[src/dhr_regs.svh]
// Purpose: Register offsets, field positions and reset values of the transfer controller.
// Assumes: Byte addresses on a 32-bit AXI4-Lite bus, one register per aligned word.
// Notes: Definitions only.
`ifndef DHR_REGS_SVH
`define DHR_REGS_SVH
`define DHR_OFF_CTRL 8'h00
`define DHR_OFF_MADDR 8'h04
`define DHR_OFF_IOADDR 8'h08
`define DHR_OFF_COUNT 8'h0C
`define DHR_OFF_BLOCK 8'h10
`define DHR_OFF_STATUS 8'h14
`define DHR_OFF_MASK 8'h18
`define DHR_CTRL_CE 0
`define DHR_CTRL_ME 1
`define DHR_CTRL_WORD 2
`define DHR_CTRL_WIDE 3
`define DHR_CTRL_DIR 4
`define DHR_CTRL_BLOCK 5
`define DHR_ST_DONE 0
`define DHR_ST_NMI 1
`define DHR_ST_DROP 2
`define DHR_ST_W 3
`define DHR_ST_RESET 3'h0
`define DHR_MADDR_RESET 24'h000000
`define DHR_MASK_1M 24'h0FFFFF
`define DHR_IO_TOP_16M 16'hFFFF
`define DHR_IO_TOP_1M 16'h0FFF
`define DHR_RESP_OKAY 2'h0
`define DHR_RESP_SLVERR 2'h2
`endif

[src/dhr_pkg.sv]
// Purpose: Types shared by the transfer controller.
// Assumes: Nothing beyond the register header.
// Notes: Engine states only; constants live in the header.
package dhr_pkg;
    // Engine states: waiting for a request, source read, destination write.
    typedef enum logic [1:0] {ST_IDLE, ST_READ, ST_WRITE} dhr_state_t;
endpackage

[src/dhr_dma.sv]
// Purpose: Full address mode transfer channel with NMI halt, resume and abort handling.
// Assumes: One clock, synchronous active-high reset, AXI4-Lite register slave.
// Notes: Contract
// Contract
// - Long memory address access as four bytes.
// - Channel set, master clear blocks CPU interrupt.
// - NMI finishes unit, clears master, halts.
// - Block counter keeps progress after halt.
// - Mid-block halt clears activating flag.
// - Halted state drops requests, no CPU interrupt.
// - Resume finishes block on next request.
// - 1-Mbyte mode ignores address bits 23:20.
// - Abort with pending request gives dead cycle.
// - Channel runs only with both enables set.
// - Clearing channel enable halts after unit.
//
// The AXI4-Lite register port and the address map were chosen for this implementation.
`timescale 1ns/1ps
`include "dhr_regs.svh"
module dhr_dma
    import dhr_pkg::*;
#(
    parameter int CNT_W = 16,
    parameter int BLK_W = 8
)
(
    input wire logic clk,
    input wire logic rst,
    input wire logic clkEn,
    input wire logic [7:0] s_axi_awaddr,
    input wire logic s_axi_awvalid,
    output logic s_axi_awready,
    input wire logic [31:0] s_axi_wdata,
    input wire logic [3:0] s_axi_wstrb,
    input wire logic s_axi_wvalid,
    output logic s_axi_wready,
    output logic [1:0] s_axi_bresp,
    output logic s_axi_bvalid,
    input wire logic s_axi_bready,
    input wire logic [7:0] s_axi_araddr,
    input wire logic s_axi_arvalid,
    output logic s_axi_arready,
    output logic [31:0] s_axi_rdata,
    output logic [1:0] s_axi_rresp,
    output logic s_axi_rvalid,
    input wire logic s_axi_rready,
    input wire logic nmiPin,
    input wire logic actFlag,
    output logic actFlagClr,
    output logic cpuIrq,
    output logic busReq,
    input wire logic busGnt,
    output logic [23:0] busAddr,
    output logic busWrite,
    output logic busWord,
    output logic [15:0] busWdata,
    input wire logic [15:0] busRdata,
    output logic busDead,
    output logic irq
);
    // Control fields.
    logic chanEn;
    logic mastEn;
    logic wordSize;
    logic wideMode;
    logic dirIoToMem;
    logic blockMode;
    // Address, count and block registers.
    logic [23:0] memAddr;
    logic [7:0] ioAddr;
    logic [CNT_W-1:0] xferCnt;
    logic [BLK_W-1:0] blkInit;
    logic [BLK_W-1:0] blkLeft;
    // Interrupt status and mask.
    logic [`DHR_ST_W-1:0] status;
    logic [`DHR_ST_W-1:0] mask;
    logic [`DHR_ST_W-1:0] events;
    // Engine state.
    dhr_state_t state;
    logic pending;
    logic actPrev;
    logic nmiMeta;
    logic nmiSync;
    logic nmiPrev;
    // Byte sequencer for memory address accesses.
    logic seqActive;
    logic seqWrite;
    logic [1:0] seqStep;
    logic [31:0] seqData;
    logic [3:0] seqStrb;
    logic [31:0] seqRd;
    // Combinational helpers.
    logic run;
    logic nmiHit;
    logic actRise;
    logic unitDone;
    logic blockEnd;
    logic midHalt;
    logic wrAccept;
    logic rdAccept;
    logic seqHold;
    logic seqLast;
    logic [1:0] lane;
    logic [23:0] memEff;
    logic [23:0] ioEff;
    logic [31:0] rdMux;
    logic rdErr;
    logic wrErr;

    // The channel only starts a unit while both enables are set.
    assign run = chanEn && mastEn;
    assign nmiHit = nmiSync && !nmiPrev;
    assign actRise = actFlag && !actPrev;
    assign unitDone = (state == ST_WRITE) && busGnt;
    assign blockEnd = !blockMode || (blkLeft == BLK_W'(1));
    // A halt inside a block leaves the remainder for the next request.
    assign midHalt = unitDone && !blockEnd && !run;
    // The source may interrupt the CPU only while the channel is disabled.
    assign cpuIrq = actFlag && !chanEn;
    // In 1-Mbyte mode the top address nibble is dropped.
    assign memEff = wideMode ? memAddr : (memAddr & `DHR_MASK_1M);
    // The I/O side always lands in the topmost 256-byte page.
    assign ioEff = wideMode ? {`DHR_IO_TOP_16M, ioAddr} : {`DHR_IO_TOP_1M, ioAddr};
    assign busReq = (state != ST_IDLE);
    assign busWrite = (state == ST_WRITE);
    assign busWord = wordSize;
    assign busAddr = ((state == ST_READ) == dirIoToMem) ? ioEff : memEff;
    assign irq = |(status & mask);
    // Writes are taken with address and data together, one at a time.
    // No handshake is offered while the clock enable freezes the registers.
    assign wrAccept = clkEn && s_axi_awvalid && s_axi_wvalid && !s_axi_bvalid && !seqActive;
    assign rdAccept = clkEn && s_axi_arvalid && !s_axi_rvalid && !seqActive && !wrAccept;
    assign s_axi_awready = wrAccept;
    assign s_axi_wready = wrAccept;
    assign s_axi_arready = rdAccept;
    // Lanes go top byte first; the bus may be lent out before the third.
    assign lane = ~seqStep;
    assign seqHold = seqActive && (seqStep == 2'h2) && busReq;
    assign seqLast = seqActive && (seqStep == 2'h3);
    assign wrErr = (s_axi_awaddr > `DHR_OFF_MASK) || (s_axi_awaddr[1:0] != 2'h0);

    // Event sources for the sticky status bits.
    always_comb
    begin
        events = '0;
        events[`DHR_ST_DONE] = unitDone && blockEnd && (xferCnt == CNT_W'(1));
        events[`DHR_ST_NMI] = nmiHit && run;
        events[`DHR_ST_DROP] = actRise && chanEn && !mastEn;
    end

    // Register read multiplexer; unmapped offsets answer with an error.
    always_comb
    begin
        rdMux = 32'h0;
        rdErr = 1'b0;
        case (s_axi_araddr)
            `DHR_OFF_CTRL:
            begin
                rdMux[`DHR_CTRL_CE] = chanEn;
                rdMux[`DHR_CTRL_ME] = mastEn;
                rdMux[`DHR_CTRL_WORD] = wordSize;
                rdMux[`DHR_CTRL_WIDE] = wideMode;
                rdMux[`DHR_CTRL_DIR] = dirIoToMem;
                rdMux[`DHR_CTRL_BLOCK] = blockMode;
            end
            `DHR_OFF_IOADDR: rdMux[7:0] = ioAddr;
            `DHR_OFF_COUNT: rdMux[CNT_W-1:0] = xferCnt;
            // Progress sits above the initial size so software can spot a split block.
            `DHR_OFF_BLOCK: rdMux[2*BLK_W-1:0] = {blkLeft, blkInit};
            `DHR_OFF_STATUS: rdMux[`DHR_ST_W-1:0] = status;
            `DHR_OFF_MASK: rdMux[`DHR_ST_W-1:0] = mask;
            default: rdErr = 1'b1;
        endcase
    end

    // Synchronise the NMI pin; only the second stage and its delayed copy feed logic.
    always_ff @(posedge clk)
    begin
        if (rst)
        begin
            nmiMeta <= 1'b0;
            nmiSync <= 1'b0;
            nmiPrev <= 1'b0;
            actPrev <= 1'b0;
        end
        else if (clkEn)
        begin
            nmiMeta <= nmiPin;
            nmiSync <= nmiMeta;
            nmiPrev <= nmiSync;
            actPrev <= actFlag;
        end
    end

    // Control register; hardware clears override software writes.
    always_ff @(posedge clk)
    begin
        if (rst)
        begin
            chanEn <= 1'b0;
            mastEn <= 1'b0;
            wordSize <= 1'b0;
            wideMode <= 1'b0;
            dirIoToMem <= 1'b0;
            blockMode <= 1'b0;
            ioAddr <= 8'h00;
            mask <= '0;
        end
        else if (clkEn)
        begin
            if (wrAccept && s_axi_wstrb[0])
            begin
                // Software setup of control, I/O address and mask.
                if (s_axi_awaddr == `DHR_OFF_CTRL)
                begin
                    chanEn <= s_axi_wdata[`DHR_CTRL_CE];
                    mastEn <= s_axi_wdata[`DHR_CTRL_ME];
                    wordSize <= s_axi_wdata[`DHR_CTRL_WORD];
                    wideMode <= s_axi_wdata[`DHR_CTRL_WIDE];
                    dirIoToMem <= s_axi_wdata[`DHR_CTRL_DIR];
                    blockMode <= s_axi_wdata[`DHR_CTRL_BLOCK];
                end
                if (s_axi_awaddr == `DHR_OFF_IOADDR)
                    ioAddr <= s_axi_wdata[7:0];
                if (s_axi_awaddr == `DHR_OFF_MASK)
                    mask <= s_axi_wdata[`DHR_ST_W-1:0];
            end
            // Final transfer done: the channel disables itself.
            if (events[`DHR_ST_DONE])
                chanEn <= 1'b0;
            // NMI drops the master enable whatever software writes.
            if (nmiHit)
                mastEn <= 1'b0;
        end
    end

    // Sticky status; a read clears it but a same-cycle event still sets.
    always_ff @(posedge clk)
    begin
        if (rst)
            status <= `DHR_ST_RESET;
        else if (clkEn)
        begin
            if (rdAccept && (s_axi_araddr == `DHR_OFF_STATUS))
                status <= events;
            else
                status <= status | events;
        end
    end

    // Transfer engine: request capture, read/write pair, counters.
    always_ff @(posedge clk)
    begin
        if (rst)
        begin
            state <= ST_IDLE;
            pending <= 1'b0;
            busWdata <= 16'h0000;
            xferCnt <= '0;
            blkInit <= '0;
            blkLeft <= '0;
            actFlagClr <= 1'b0;
            busDead <= 1'b0;
        end
        else if (clkEn)
        begin
            actFlagClr <= 1'b0;
            busDead <= 1'b0;
            // Requests count only while running and idle; others are lost.
            if (actRise && run && (state == ST_IDLE))
                pending <= 1'b1;
            // Halt with a request still pending: one dead cycle, no update.
            if ((state == ST_IDLE) && pending && !run)
            begin
                pending <= 1'b0;
                busDead <= 1'b1;
            end
            unique case (state)
                ST_IDLE:
                begin
                    // Resume continues from the kept block progress.
                    if (run && pending)
                    begin
                        state <= ST_READ;
                        pending <= 1'b0;
                    end
                end
                ST_READ:
                begin
                    // The unit always completes once started.
                    if (busGnt)
                    begin
                        busWdata <= busRdata;
                        state <= ST_WRITE;
                    end
                end
                ST_WRITE:
                begin
                    if (busGnt)
                    begin
                        blkLeft <= blockEnd ? blkInit : blkLeft - BLK_W'(1);
                        if (blockEnd)
                            xferCnt <= xferCnt - CNT_W'(1);
                        // Stop at block end, or after this unit if halted.
                        state <= (blockEnd || !run) ? ST_IDLE : ST_READ;
                        actFlagClr <= blockEnd || !run;
                    end
                end
            endcase
            // Software loads count and block size while halted.
            if (wrAccept && (s_axi_awaddr == `DHR_OFF_COUNT))
            begin
                if (s_axi_wstrb[0])
                    xferCnt[7:0] <= s_axi_wdata[7:0];
                if (s_axi_wstrb[1])
                    xferCnt[CNT_W-1:8] <= s_axi_wdata[CNT_W-1:8];
            end
            if (wrAccept && s_axi_wstrb[0] && (s_axi_awaddr == `DHR_OFF_BLOCK))
            begin
                blkInit <= s_axi_wdata[BLK_W-1:0];
                blkLeft <= s_axi_wdata[BLK_W-1:0];
            end
        end
    end

    // Memory address: byte writes from the sequencer, else unit increments.
    always_ff @(posedge clk)
    begin
        if (rst)
            memAddr <= `DHR_MADDR_RESET;
        else if (clkEn)
        begin
            if (seqActive && !seqHold && seqWrite && seqStrb[lane] && (lane != 2'h3))
                memAddr[{lane, 3'h0} +: 8] <= seqData[{lane, 3'h0} +: 8];
            else if (unitDone)
                memAddr <= memAddr + (wordSize ? 24'h000002 : 24'h000001);
        end
    end

    // Long access to the memory address splits into four byte steps.
    always_ff @(posedge clk)
    begin
        if (rst)
        begin
            seqActive <= 1'b0;
            seqWrite <= 1'b0;
            seqStep <= 2'h0;
            seqData <= 32'h0;
            seqStrb <= 4'h0;
            seqRd <= 32'h0;
        end
        else if (clkEn)
        begin
            if (!seqActive)
            begin
                if (wrAccept && (s_axi_awaddr == `DHR_OFF_MADDR))
                begin
                    seqActive <= 1'b1;
                    seqWrite <= 1'b1;
                    seqData <= s_axi_wdata;
                    seqStrb <= s_axi_wstrb;
                end
                else if (rdAccept && (s_axi_araddr == `DHR_OFF_MADDR))
                begin
                    seqActive <= 1'b1;
                    seqWrite <= 1'b0;
                end
                seqStep <= 2'h0;
            end
            else if (!seqHold)
            begin
                // Top lane is unused and reads as zero.
                seqRd[{lane, 3'h0} +: 8] <= (lane == 2'h3) ? 8'h00 : memAddr[{lane, 3'h0} +: 8];
                seqStep <= seqStep + 2'h1;
                if (seqLast)
                    seqActive <= 1'b0;
            end
        end
    end

    // AXI response channels.
    always_ff @(posedge clk)
    begin
        if (rst)
        begin
            s_axi_bvalid <= 1'b0;
            s_axi_bresp <= `DHR_RESP_OKAY;
            s_axi_rvalid <= 1'b0;
            s_axi_rresp <= `DHR_RESP_OKAY;
            s_axi_rdata <= 32'h0;
        end
        else if (clkEn)
        begin
            if (s_axi_bvalid && s_axi_bready)
                s_axi_bvalid <= 1'b0;
            if (s_axi_rvalid && s_axi_rready)
                s_axi_rvalid <= 1'b0;
            // Plain registers answer on the next edge.
            if (wrAccept && (s_axi_awaddr != `DHR_OFF_MADDR))
            begin
                s_axi_bvalid <= 1'b1;
                s_axi_bresp <= wrErr ? `DHR_RESP_SLVERR : `DHR_RESP_OKAY;
            end
            if (rdAccept && (s_axi_araddr != `DHR_OFF_MADDR))
            begin
                s_axi_rvalid <= 1'b1;
                s_axi_rdata <= rdMux;
                s_axi_rresp <= rdErr ? `DHR_RESP_SLVERR : `DHR_RESP_OKAY;
            end
            // The memory address answers after its fourth byte step.
            if (seqLast && !seqHold)
            begin
                if (seqWrite)
                begin
                    s_axi_bvalid <= 1'b1;
                    s_axi_bresp <= `DHR_RESP_OKAY;
                end
                else
                begin
                    s_axi_rvalid <= 1'b1;
                    s_axi_rresp <= `DHR_RESP_OKAY;
                    s_axi_rdata <= {seqRd[31:8], memAddr[7:0]};
                end
            end
        end
    end

    // NMI must remove the master enable on the following edge.
    property p_nmi_clears;
        @(posedge clk) disable iff (rst || !clkEn) nmiHit |=> !mastEn;
    endproperty
    a_nmi_clears: assert property (p_nmi_clears) else $error("NMI left master enable set");

    // No transfer may start unless both enables are set.
    property p_run_gate;
        @(posedge clk) disable iff (rst || !clkEn) (state == ST_IDLE && !run) |=> state == ST_IDLE;
    endproperty
    a_run_gate: assert property (p_run_gate) else $error("Transfer started while disabled");

    // Channel set with master clear keeps the CPU interrupt off.
    property p_irq_block;
        @(posedge clk) disable iff (rst) (chanEn && !mastEn) |-> !cpuIrq;
    endproperty
    a_irq_block: assert property (p_irq_block) else $error("CPU interrupt while halted");

    // A request while halted is not stored.
    property p_drop;
        @(posedge clk) disable iff (rst || !clkEn) (actRise && chanEn && !mastEn && !pending)
            |=> !pending ##1 state == ST_IDLE;
    endproperty
    a_drop: assert property (p_drop) else $error("Halted request was kept");

    // A mid-block halt clears the activating flag and returns to idle.
    property p_mid_halt;
        @(posedge clk) disable iff (rst || !clkEn) midHalt |=> actFlagClr && state == ST_IDLE;
    endproperty
    a_mid_halt: assert property (p_mid_halt) else $error("Mid-block halt mishandled");

    // Narrow mode never drives the top address nibble.
    property p_narrow;
        @(posedge clk) disable iff (rst) (busReq && !wideMode) |-> busAddr[23:20] == 4'h0;
    endproperty
    a_narrow: assert property (p_narrow) else $error("Address bits 23:20 driven");

    // The I/O phase addresses the top page.
    property p_io_page;
        @(posedge clk) disable iff (rst) (busReq && ((state == ST_READ) == dirIoToMem))
            |-> busAddr[19:8] == 12'hFFF;
    endproperty
    a_io_page: assert property (p_io_page) else $error("I/O address outside top page");

    // The dead cycle leaves address and counters untouched.
    property p_dead;
        @(posedge clk) disable iff (rst || !clkEn) busDead |-> $stable(memAddr) && $stable(blkLeft)
            && $stable(xferCnt);
    endproperty
    a_dead: assert property (p_dead) else $error("Dead cycle changed counters");

    // Clearing the channel enable mid-read still finishes the write.
    property p_abort_unit;
        @(posedge clk) disable iff (rst || !clkEn) ($fell(chanEn) && state == ST_READ && busGnt)
            |=> state == ST_WRITE;
    endproperty
    a_abort_unit: assert property (p_abort_unit) else $error("Unit cut short on abort");

    // The byte sequence waits between its second and third step while the bus is lent.
    property p_seq_hold;
        @(posedge clk) disable iff (rst || !clkEn) seqHold |=> seqStep == 2'h2;
    endproperty
    a_seq_hold: assert property (p_seq_hold) else $error("Byte step ran while bus lent");
endmodule

[config.mk]
export PLATFORM = sky130hd
export DESIGN_NAME = dhr_dma
export DESIGN_NICKNAME = d
export VERILOG_FILES = /design/src/dhr_pkg.sv /design/src/dhr_dma.sv
export VERILOG_INCLUDE_DIRS = /design/src
export SDC_FILE = /design/constraint.sdc
export NUM_CORES = 1
export LEC_CHECK = 0
export ABC_CLOCK_PERIOD_IN_PS = 3120
export BUFFER_PORTS_ARGS = -buffer_cell sky130_fd_sc_hd__buf_2
export CAP_MARGIN = 30
export CORE_MARGIN = 2
export CORE_UTILIZATION = 51
export CTS_CLUSTER_DIAMETER = 40
export DETAILED_ROUTE_END_ITERATION = 8
export PLACE_DENSITY = 0.74
export SLEW_MARGIN = 5
export SYNTH_ARGS = -nofsm -noshare
export SYNTH_HDL_FRONTEND = slang
export SYNTH_SLANG_ARGS = --single-unit
[constraint.sdc]
create_clock -name clk -period 3.12 [get_ports clk]
set_clock_uncertainty 0.1 [all_clocks]
set_input_delay 0.156 -clock clk [delete_from_list [all_inputs] [get_ports clk]]
set_output_delay 0.156 -clock clk [all_outputs]
set_load 0.02 [all_outputs]
# ---- Word level (Yosys, flattened, before mapping)
# Index checks and enable logic that the tools add are counted.
dict set report word_totals {
  out_inout_bits 88
  inputBits 79
  word_cells 233
  ff_bits 211
}
dict set report op_classes {
  eq_ne 26
  order_cmp 2
  reduce_logical 84
  n_shift 6
  bitwise_logic 5
  addsub 5
  mux 72
}
# op count
set op_table {}
lappend op_table {{$mux W24} 5}
lappend op_table {{$mux W32} 3}
lappend op_table {{$mux W16} 4}
lappend op_table {{$mux W8} 7}
lappend op_table {{$logic_and A1 B1 Y1} 41}
lappend op_table {{$eq A8 B5 Y1 const B} 5}
lappend op_table {{$bwmux W32} 1}
lappend op_table {{$eq A8 B4 Y1 const B} 4}
lappend op_table {{$shift A8 B7 Y32 const A} 1}
lappend op_table {{$shiftx A32 B6 Y8} 1}
lappend op_table {{$shiftx A8 B7 Y32} 1}
lappend op_table {{$mux W1} 30}
lappend op_table {{$reduce_and A3 Y1} 10}
lappend op_table {{$mux W2} 14}
lappend op_table {{$add A24 B2 Y24} 1}
lappend op_table {{$bwmux W24} 1}
lappend op_table {{$shift A8 B7 Y24 const A} 1}
lappend op_table {{$shiftx A24 B6 Y8} 1}
lappend op_table {{$shiftx A8 B7 Y24} 1}
lappend op_table {{$reduce_bool A2 Y1} 10}
lappend op_table {{$pmux W3 S6} 1}
lappend op_table {{$eq A16 B1 Y1 const B} 1}
lappend op_table {{$eq A8 B3 Y1 const B} 2}
lappend op_table {{$logic_not A8 Y1} 2}
lappend op_table {{29 further kinds} 52}

# ---- Longest topological paths before layout
dict set report depth {
  ltp_word 10
  mapped_depth 12
  ltp_nobuf 10
}

# ---- Least setup slack after synthesis
# OpenSTA, ideal clock, no wires.
dict set report synth_timing {
  path_type {flip-flop to flip-flop}
  from {register seqStep[1]}
  to {register memAddr[21]}
  period_less_slack_ns 3.170
  path_stages_with_launch 11
  arrival_time_ns 2.943
  setup_ns 0.128
  t_required_ns 2.892
  path_buffers 3
  path_slack_ns -0.050
  cell_sequence {dfxtp_1 > buf_2 > buf_2 > buf_2 > inv_1 > ha_1 > nor4b_4 > mux2i_1 > o21ai_0 > a22oi_1 > nor2_1}
}
dict set report synth_via {
  elab_chain_cells 10
  word_cells_on_any_way 20
  classes_between {add/sub: 1; eq/ne: 2; shift: 3; mux: 4; bitwise: 1; reduce/logical: 9}
}
# element line_no
set synth_lines {}
lappend synth_lines {{start: declaration} dhr_dma.sv:88} ;# logic [1:0] seqStep;
lappend synth_lines {{start signal: assignment} dhr_dma.sv:374} ;# seqStep <= seqStep + 2'h1;
lappend synth_lines {{branches (longest 10 deep; another with $shiftx A32 B6 Y8)} -}
lappend synth_lines {{end signal: assignment} dhr_dma.sv:330} ;# memAddr <= `DHR_MADDR_RESET;
lappend synth_lines {{end signal: indexed assignment} dhr_dma.sv:334} ;# memAddr[{lane, 3'h0} +: 8] <= seqData[{lane, 3'h0} +: 8];
lappend synth_lines {{end signal: assignment} dhr_dma.sv:336} ;# memAddr <= memAddr + (wordSize ? 24'h000002 : 24'h000001);
lappend synth_lines {{end: declaration} dhr_dma.sv:69} ;# logic [23:0] memAddr;
# Parallel ways; which one is timed is not known. The select of a mux whose other input is x is not followed.
# A chain may end at the register's enable or synchronous reset.

# ---- Worst setup path after layout
dict set report layout_timing {
  from {register state[1]}
  to {output busAddr[16]}
}
dict set report layout_via {
  elab_chain_cells 3
}
# element line_no
set layout_lines {}
lappend layout_lines {{start: declaration} dhr_dma.sv:79} ;# dhr_state_t state;
lappend layout_lines {{start signal: assignment} dhr_dma.sv:305} ;# state <= (blockEnd || !run) ? ST_IDLE : ST_READ;
lappend layout_lines {{$eq A2 B1 Y1} dhr_dma.sv:127} ;# assign busAddr = ((state == ST_READ) == dirIoToMem) ? ioEff : memEff;
lappend layout_lines {{$eq A1 B1 Y1} dhr_dma.sv:127}
lappend layout_lines {{$mux W24} dhr_dma.sv:127}
lappend layout_lines {{end: declaration} dhr_dma.sv:53} ;# output logic [23:0] busAddr,
# No other way between the ends.

==> load_flow_metrics.sql <==
INSERT INTO impl_metrics (metric_group, metric, value, unit) VALUES
('power', 'power.density', '508.5', 'nW/um2'),
('clocking', 'number_of_post_cts_setup_repair_buffers', '0', ''),
('min_path', 'hold_path_depth', '5', ''),
('clocking', 'h-tree-depth', '1', ''),
('place', 'placed_cell_area', '11130', 'um2'),
('route', 'drcViolationCount', '0', ''),
('synthesis', 'seq_area_frac_synth', '40.49', '%'),
('sta', 'layout_worst_path_cycle_share', '88.12', '%'),
('sta', 'setup_repair_after_global_routing_missed_its_margin', 'false', ''),
('place', 'post-dp-hpwl', '22490', 'um'),
('synthesis', 'syn_area_per_cell', '8.147', 'um2'),
('power', 'total_leakage_power', '4.852', 'nW'),
('sta', 'worstMarginPinSlew', '0.7803', 'ns'),
('die', 'die_area', '20820', 'um2'),
('sta', 'timing.final.hold_violations', '0', ''),
('clocking', 'post_cts_resized', '0', ''),
('setup_path', 'reg2reg_from', 'seqStep[0]$_SDFFE_PP0P_', ''),
('power', 'design_power_total', '6.535', 'mW'),
('synthesis', 'synth_seq_cells', '203', ''),
('layout', 'drive_gt1_share', '20.71', '%'),
('global_routing', 'grt_pass1_vias', '9502', ''),
('setup_path', 'crit_fanout', '16', ''),
('synthesis', 'synth.yosys.warnings', '0', ''),
('synthesis', 'postSynthCellCount', '1232', ''),
('route', 'via_density', '6.016', ''),
('setup_path', 'cp-start-kind', 'register', ''),
('synthesis', 'synth.cell_area', '10040', 'um2'),
('route', 'dr.first_iter.drc_count', '996', ''),
('setup_path', 'setup.worst_path.class', 'register to output port', ''),
('power', 'vdd_ir_drop_max', '413.8', 'uV'),
('global_routing', 'maximum_number_of_pins_on_one_net_before_global_route_repair', '50', ''),
('clocking', 'cts-root-to-sink-buffers', '3', ''),
('setup_path', 'worst_r2r_endpoint', 'memAddr[10]$_SDFFE_PP0P_', ''),
('sta', 'finalSetupViolations', '0', ''),
('layout', 'area_growth', '28.02', '%'),
('min_path', 'whs_endpoint', 'xferCnt[6]$_SDFFE_PP0P_', ''),
('die', 'dieWidth', '144.3', 'um'),
('clocking', 'cts_hold_repair.buffers', '63', ''),
('route', 'detail-route-antenna-nets', '0', ''),
('synthesis', 'ys_types', '78', ''),
('clocking', 'clkTransAtPathRegs', '0.06', 'ns'),
('clocking', 'tritoncts_buffer_count', '30', ''),
('die', 'placementRows', '51', ''),
('die', 'initial_utilization', '51.74', '%'),
('route', 'drt_pass_1_iters', '7', ''),
('sta', 'worst_slew_margin_relative_to_its_limit', '47.50', '%'),
('die', 'core_area', '19400', 'um2'),
('clocking', 'clock_insertion_delay_worst_skew', '0.55', 'ns'),
('route', 'vias', '10430', ''),
('setup_path', 'ff2ff_setup_slack', '0.47', 'ns'),
('global_routing', 'track_usage', '30.71', '%'),
('clocking', 'cts_root_buf', 'sky130_fd_sc_hd__clkbuf_16', ''),
('setup_path', 'timing.reg2reg.worst_path_depth', '8', ''),
('run_status', 'run_status', 'completed', ''),
('setup_path', 'critical_path_arrival', '2.49', 'ns'),
('clocking', 'total_number_of_clock_tree_sinks', '203', ''),
('min_path', 'hold_path_origin', 's_axi_awaddr[3]', ''),
('layout', 'fillcell_total', '1630', ''),
('sta', 'setup_tns', '0', 'ns'),
('synthesis', 'synth.net_count', '1323', ''),
('die', 'die_height', '144.3', 'um'),
('layout', 'fin_area', '12850', 'um2'),
('route', 'avgRoutedWirePerCell', '18.94', 'um'),
('setup_path', 'worst-endpoint-required', '2.86', 'ns'),
('setup_path', 'cp_capture_type', 'output port', ''),
('layout', 'antennaDiodeCount', '0', ''),
('global_routing', 'grt-ovfl-total', '0', ''),
('synthesis', 'synth_enable_flop_cells', '0', ''),
('global_routing', 'number_of_antenna_violations_at_the_first_check_in_global_routing', '0', ''),
('flow_run', 'max_cap_viol_count', '0', ''),
('global_routing', 'wire_length_of_the_first_global_routing_pass', '50710', 'um'),
('sta', 'fin_crit', '2.749', 'ns'),
('synthesis', 'synth_top_flop_cell', 'sky130_fd_sc_hd__dfxtp_1', ''),
('sta', 'fmax', '0.3637', 'GHz'),
('min_path', 'worst_hold_path_type', 'primary input to register', ''),
('clocking', 'tritoncts', 'yes', ''),
('die', 'io_pins', '167', ''),
('route', 'totalWireLength', '32820', 'um'),
('synthesis', 'asyncSetResetFlopFracSynth', '0', '%'),
('sta', 'final_max_slew_viol_count', '0', ''),
('place', 'placement.io_buffers', '166', ''),
('place', 'gp_routability_congestion', '1.001', ''),
('layout', 'finalNetCount', '1536', '');
synthesized netlist by cell type, types with 10 or more instances:
master                     number  share of area [%]
sky130_fd_sc_hd__dfxtp_1      203                 40
sky130_fd_sc_hd__buf_2         15               0.75
sky130_fd_sc_hd__a31oi_1       17                1.1
sky130_fd_sc_hd__or2_2         12               0.75
sky130_fd_sc_hd__o21ai_0       39                1.9
sky130_fd_sc_hd__or3_1         13               0.81
sky130_fd_sc_hd__inv_1         25               0.93
sky130_fd_sc_hd__ha_1          11                1.4
sky130_fd_sc_hd__nand3b_1      11               0.82
sky130_fd_sc_hd__nor3_1        24                1.2
sky130_fd_sc_hd__nor2_1       100                3.7
sky130_fd_sc_hd__nand4_1       14               0.87
sky130_fd_sc_hd__clkbuf_1      58                2.2
sky130_fd_sc_hd__nand2_1      226                8.5
sky130_fd_sc_hd__mux2i_1       42                4.2
sky130_fd_sc_hd__a22o_1        16                1.4
sky130_fd_sc_hd__and3_1        10               0.62
sky130_fd_sc_hd__and2_1        13               0.81
sky130_fd_sc_hd__a221oi_1      14                1.2
sky130_fd_sc_hd__nand3_1       35                1.7
sky130_fd_sc_hd__nor4_1        19                1.2
sky130_fd_sc_hd__a21oi_1      130                6.5
sky130_fd_sc_hd__a22oi_1       12               0.90
worst max path at each step:
stage,from,end,slack [ns],cells after the start
after floorplan,seqStep[1]$_SDFFE_PP0P_,memAddr[21]$_SDFFE_PP0P_,0.06,10
final,state[1]$_SDFFE_PP0P_,busAddr[16],0.37,5
after global placement,busWord$_SDFFE_PP0P_,memAddr[18]$_SDFFE_PP0P_,0.55,10
after global routing,busWord$_SDFFE_PP0P_,memAddr[12]$_SDFFE_PP0P_,0.25,11
after CTS,state[1]$_SDFFE_PP0P_,busAddr[16],0.39,5
after detailed placement,busWord$_SDFFE_PP0P_,memAddr[18]$_SDFFE_PP0P_,0.51,10
metrics by stage:
stage | worst slack [ns] | utilization, % | instances | hold WS (ns)
global placement | 0.5469 | 57.38 | 1615 | 0.2945
floorplan | 0.05500 | - | 1232 | 0.1920
finish | 0.3708 | 66.24 | 1733 | 0.01517
CTS | 0.3887 | 66.24 | 1733 | 0.005810
global route | 0.2506 | 66.24 | 1733 | 0.04386
detailed placement | 0.5119 | 57.38 | 1615 | 0.3004
critical path: stages, from the launching register on:
cell,delay [ns]
sky130_fd_sc_hd__dfxtp_1,0.55
sky130_fd_sc_hd__nor2b_1,0.19
sky130_fd_sc_hd__xnor2_2,0.58
sky130_fd_sc_hd__buf_4,0.32
sky130_fd_sc_hd__or2_2,0.15
sky130_fd_sc_hd__buf_2,0.16
placed cells by master, fill, tap and decap left out, types with 17 or more instances in the layout:
cell	count
sky130_fd_sc_hd__nand2_1	226
sky130_fd_sc_hd__clkbuf_16	31
sky130_fd_sc_hd__dlygate4sd3_1	63
sky130_fd_sc_hd__nor2_1	100
sky130_fd_sc_hd__buf_2	165
sky130_fd_sc_hd__o21ai_0	39
sky130_fd_sc_hd__nand3_1	35
sky130_fd_sc_hd__dfxtp_1	203
sky130_fd_sc_hd__mux2i_1	41
sky130_fd_sc_hd__a31oi_1	17
sky130_fd_sc_hd__buf_4	33
sky130_fd_sc_hd__a21oi_1	130
sky130_fd_sc_hd__nor3_1	24
sky130_fd_sc_hd__inv_1	25
sky130_fd_sc_hd__nor4_1	19
logic make-up after synthesis:
logic type / share of synthesized area, %
AND/OR/NAND/NOR: 25.95
AO/OA/AOI/OAI: 20.34
flip-flops: 40.49
buffers and inverters: 4.188
multiplexers: 7.105
adder cells (fa/ha/maj): 1.571
XOR/XNOR: 0.3491
state kept, by name, indices dropped and copies added, names as in the netlist, 2 cells and up:
signal	count
s_axi_rdata	32
blkInit	8
busWdata	16
seqRd	24
blkLeft	8
state	2
status	3
s_axi_rresp	2
xferCnt	16
mask	3
seqStrb	4
memAddr	24
seqData	32
s_axi_bresp	2
ioAddr	8
seqStep	2
metal layers:
| metal | track usage (%) | up-vias | wire length [um] |
|---|---|---|---|
| li1 | - | 4882 | - |
| met1 | 42.89 | 4899 | 13880 |
| met2 | 47.92 | 561 | 14610 |
| met3 | 5.132 | 84 | 3077 |
| met4 | 11.19 | 0 | 1259 |
| met5 | 0 | - | 0 |
final cells by class:
| class | instances | area (um2) | share of cell area (%) |
|---|---|---|---|
| inverter | 26 | 97.59 | 0.7595 |
| clock buffer | 35 | 830.8 | 6.465 |
| clock inverter | 20 | 257.7 | 2.006 |
| multi-input combinational | 923 | 5564 | 43.30 |
| timing repair buffer | 261 | 1704 | 13.26 |
| sequential | 203 | 4064 | 31.63 |
| tap | 265 | 331.6 | 2.580 |
where the power goes:
group | switching [mW] | internal, mW | leakage (nW)
Combinational | 0.184 | 0.135 | 2.67
Sequential | 0.0104 | 2.60 | 1.64
Clock | 1.33 | 2.27 | 0.544
Power figures use the tool's default switching activity.
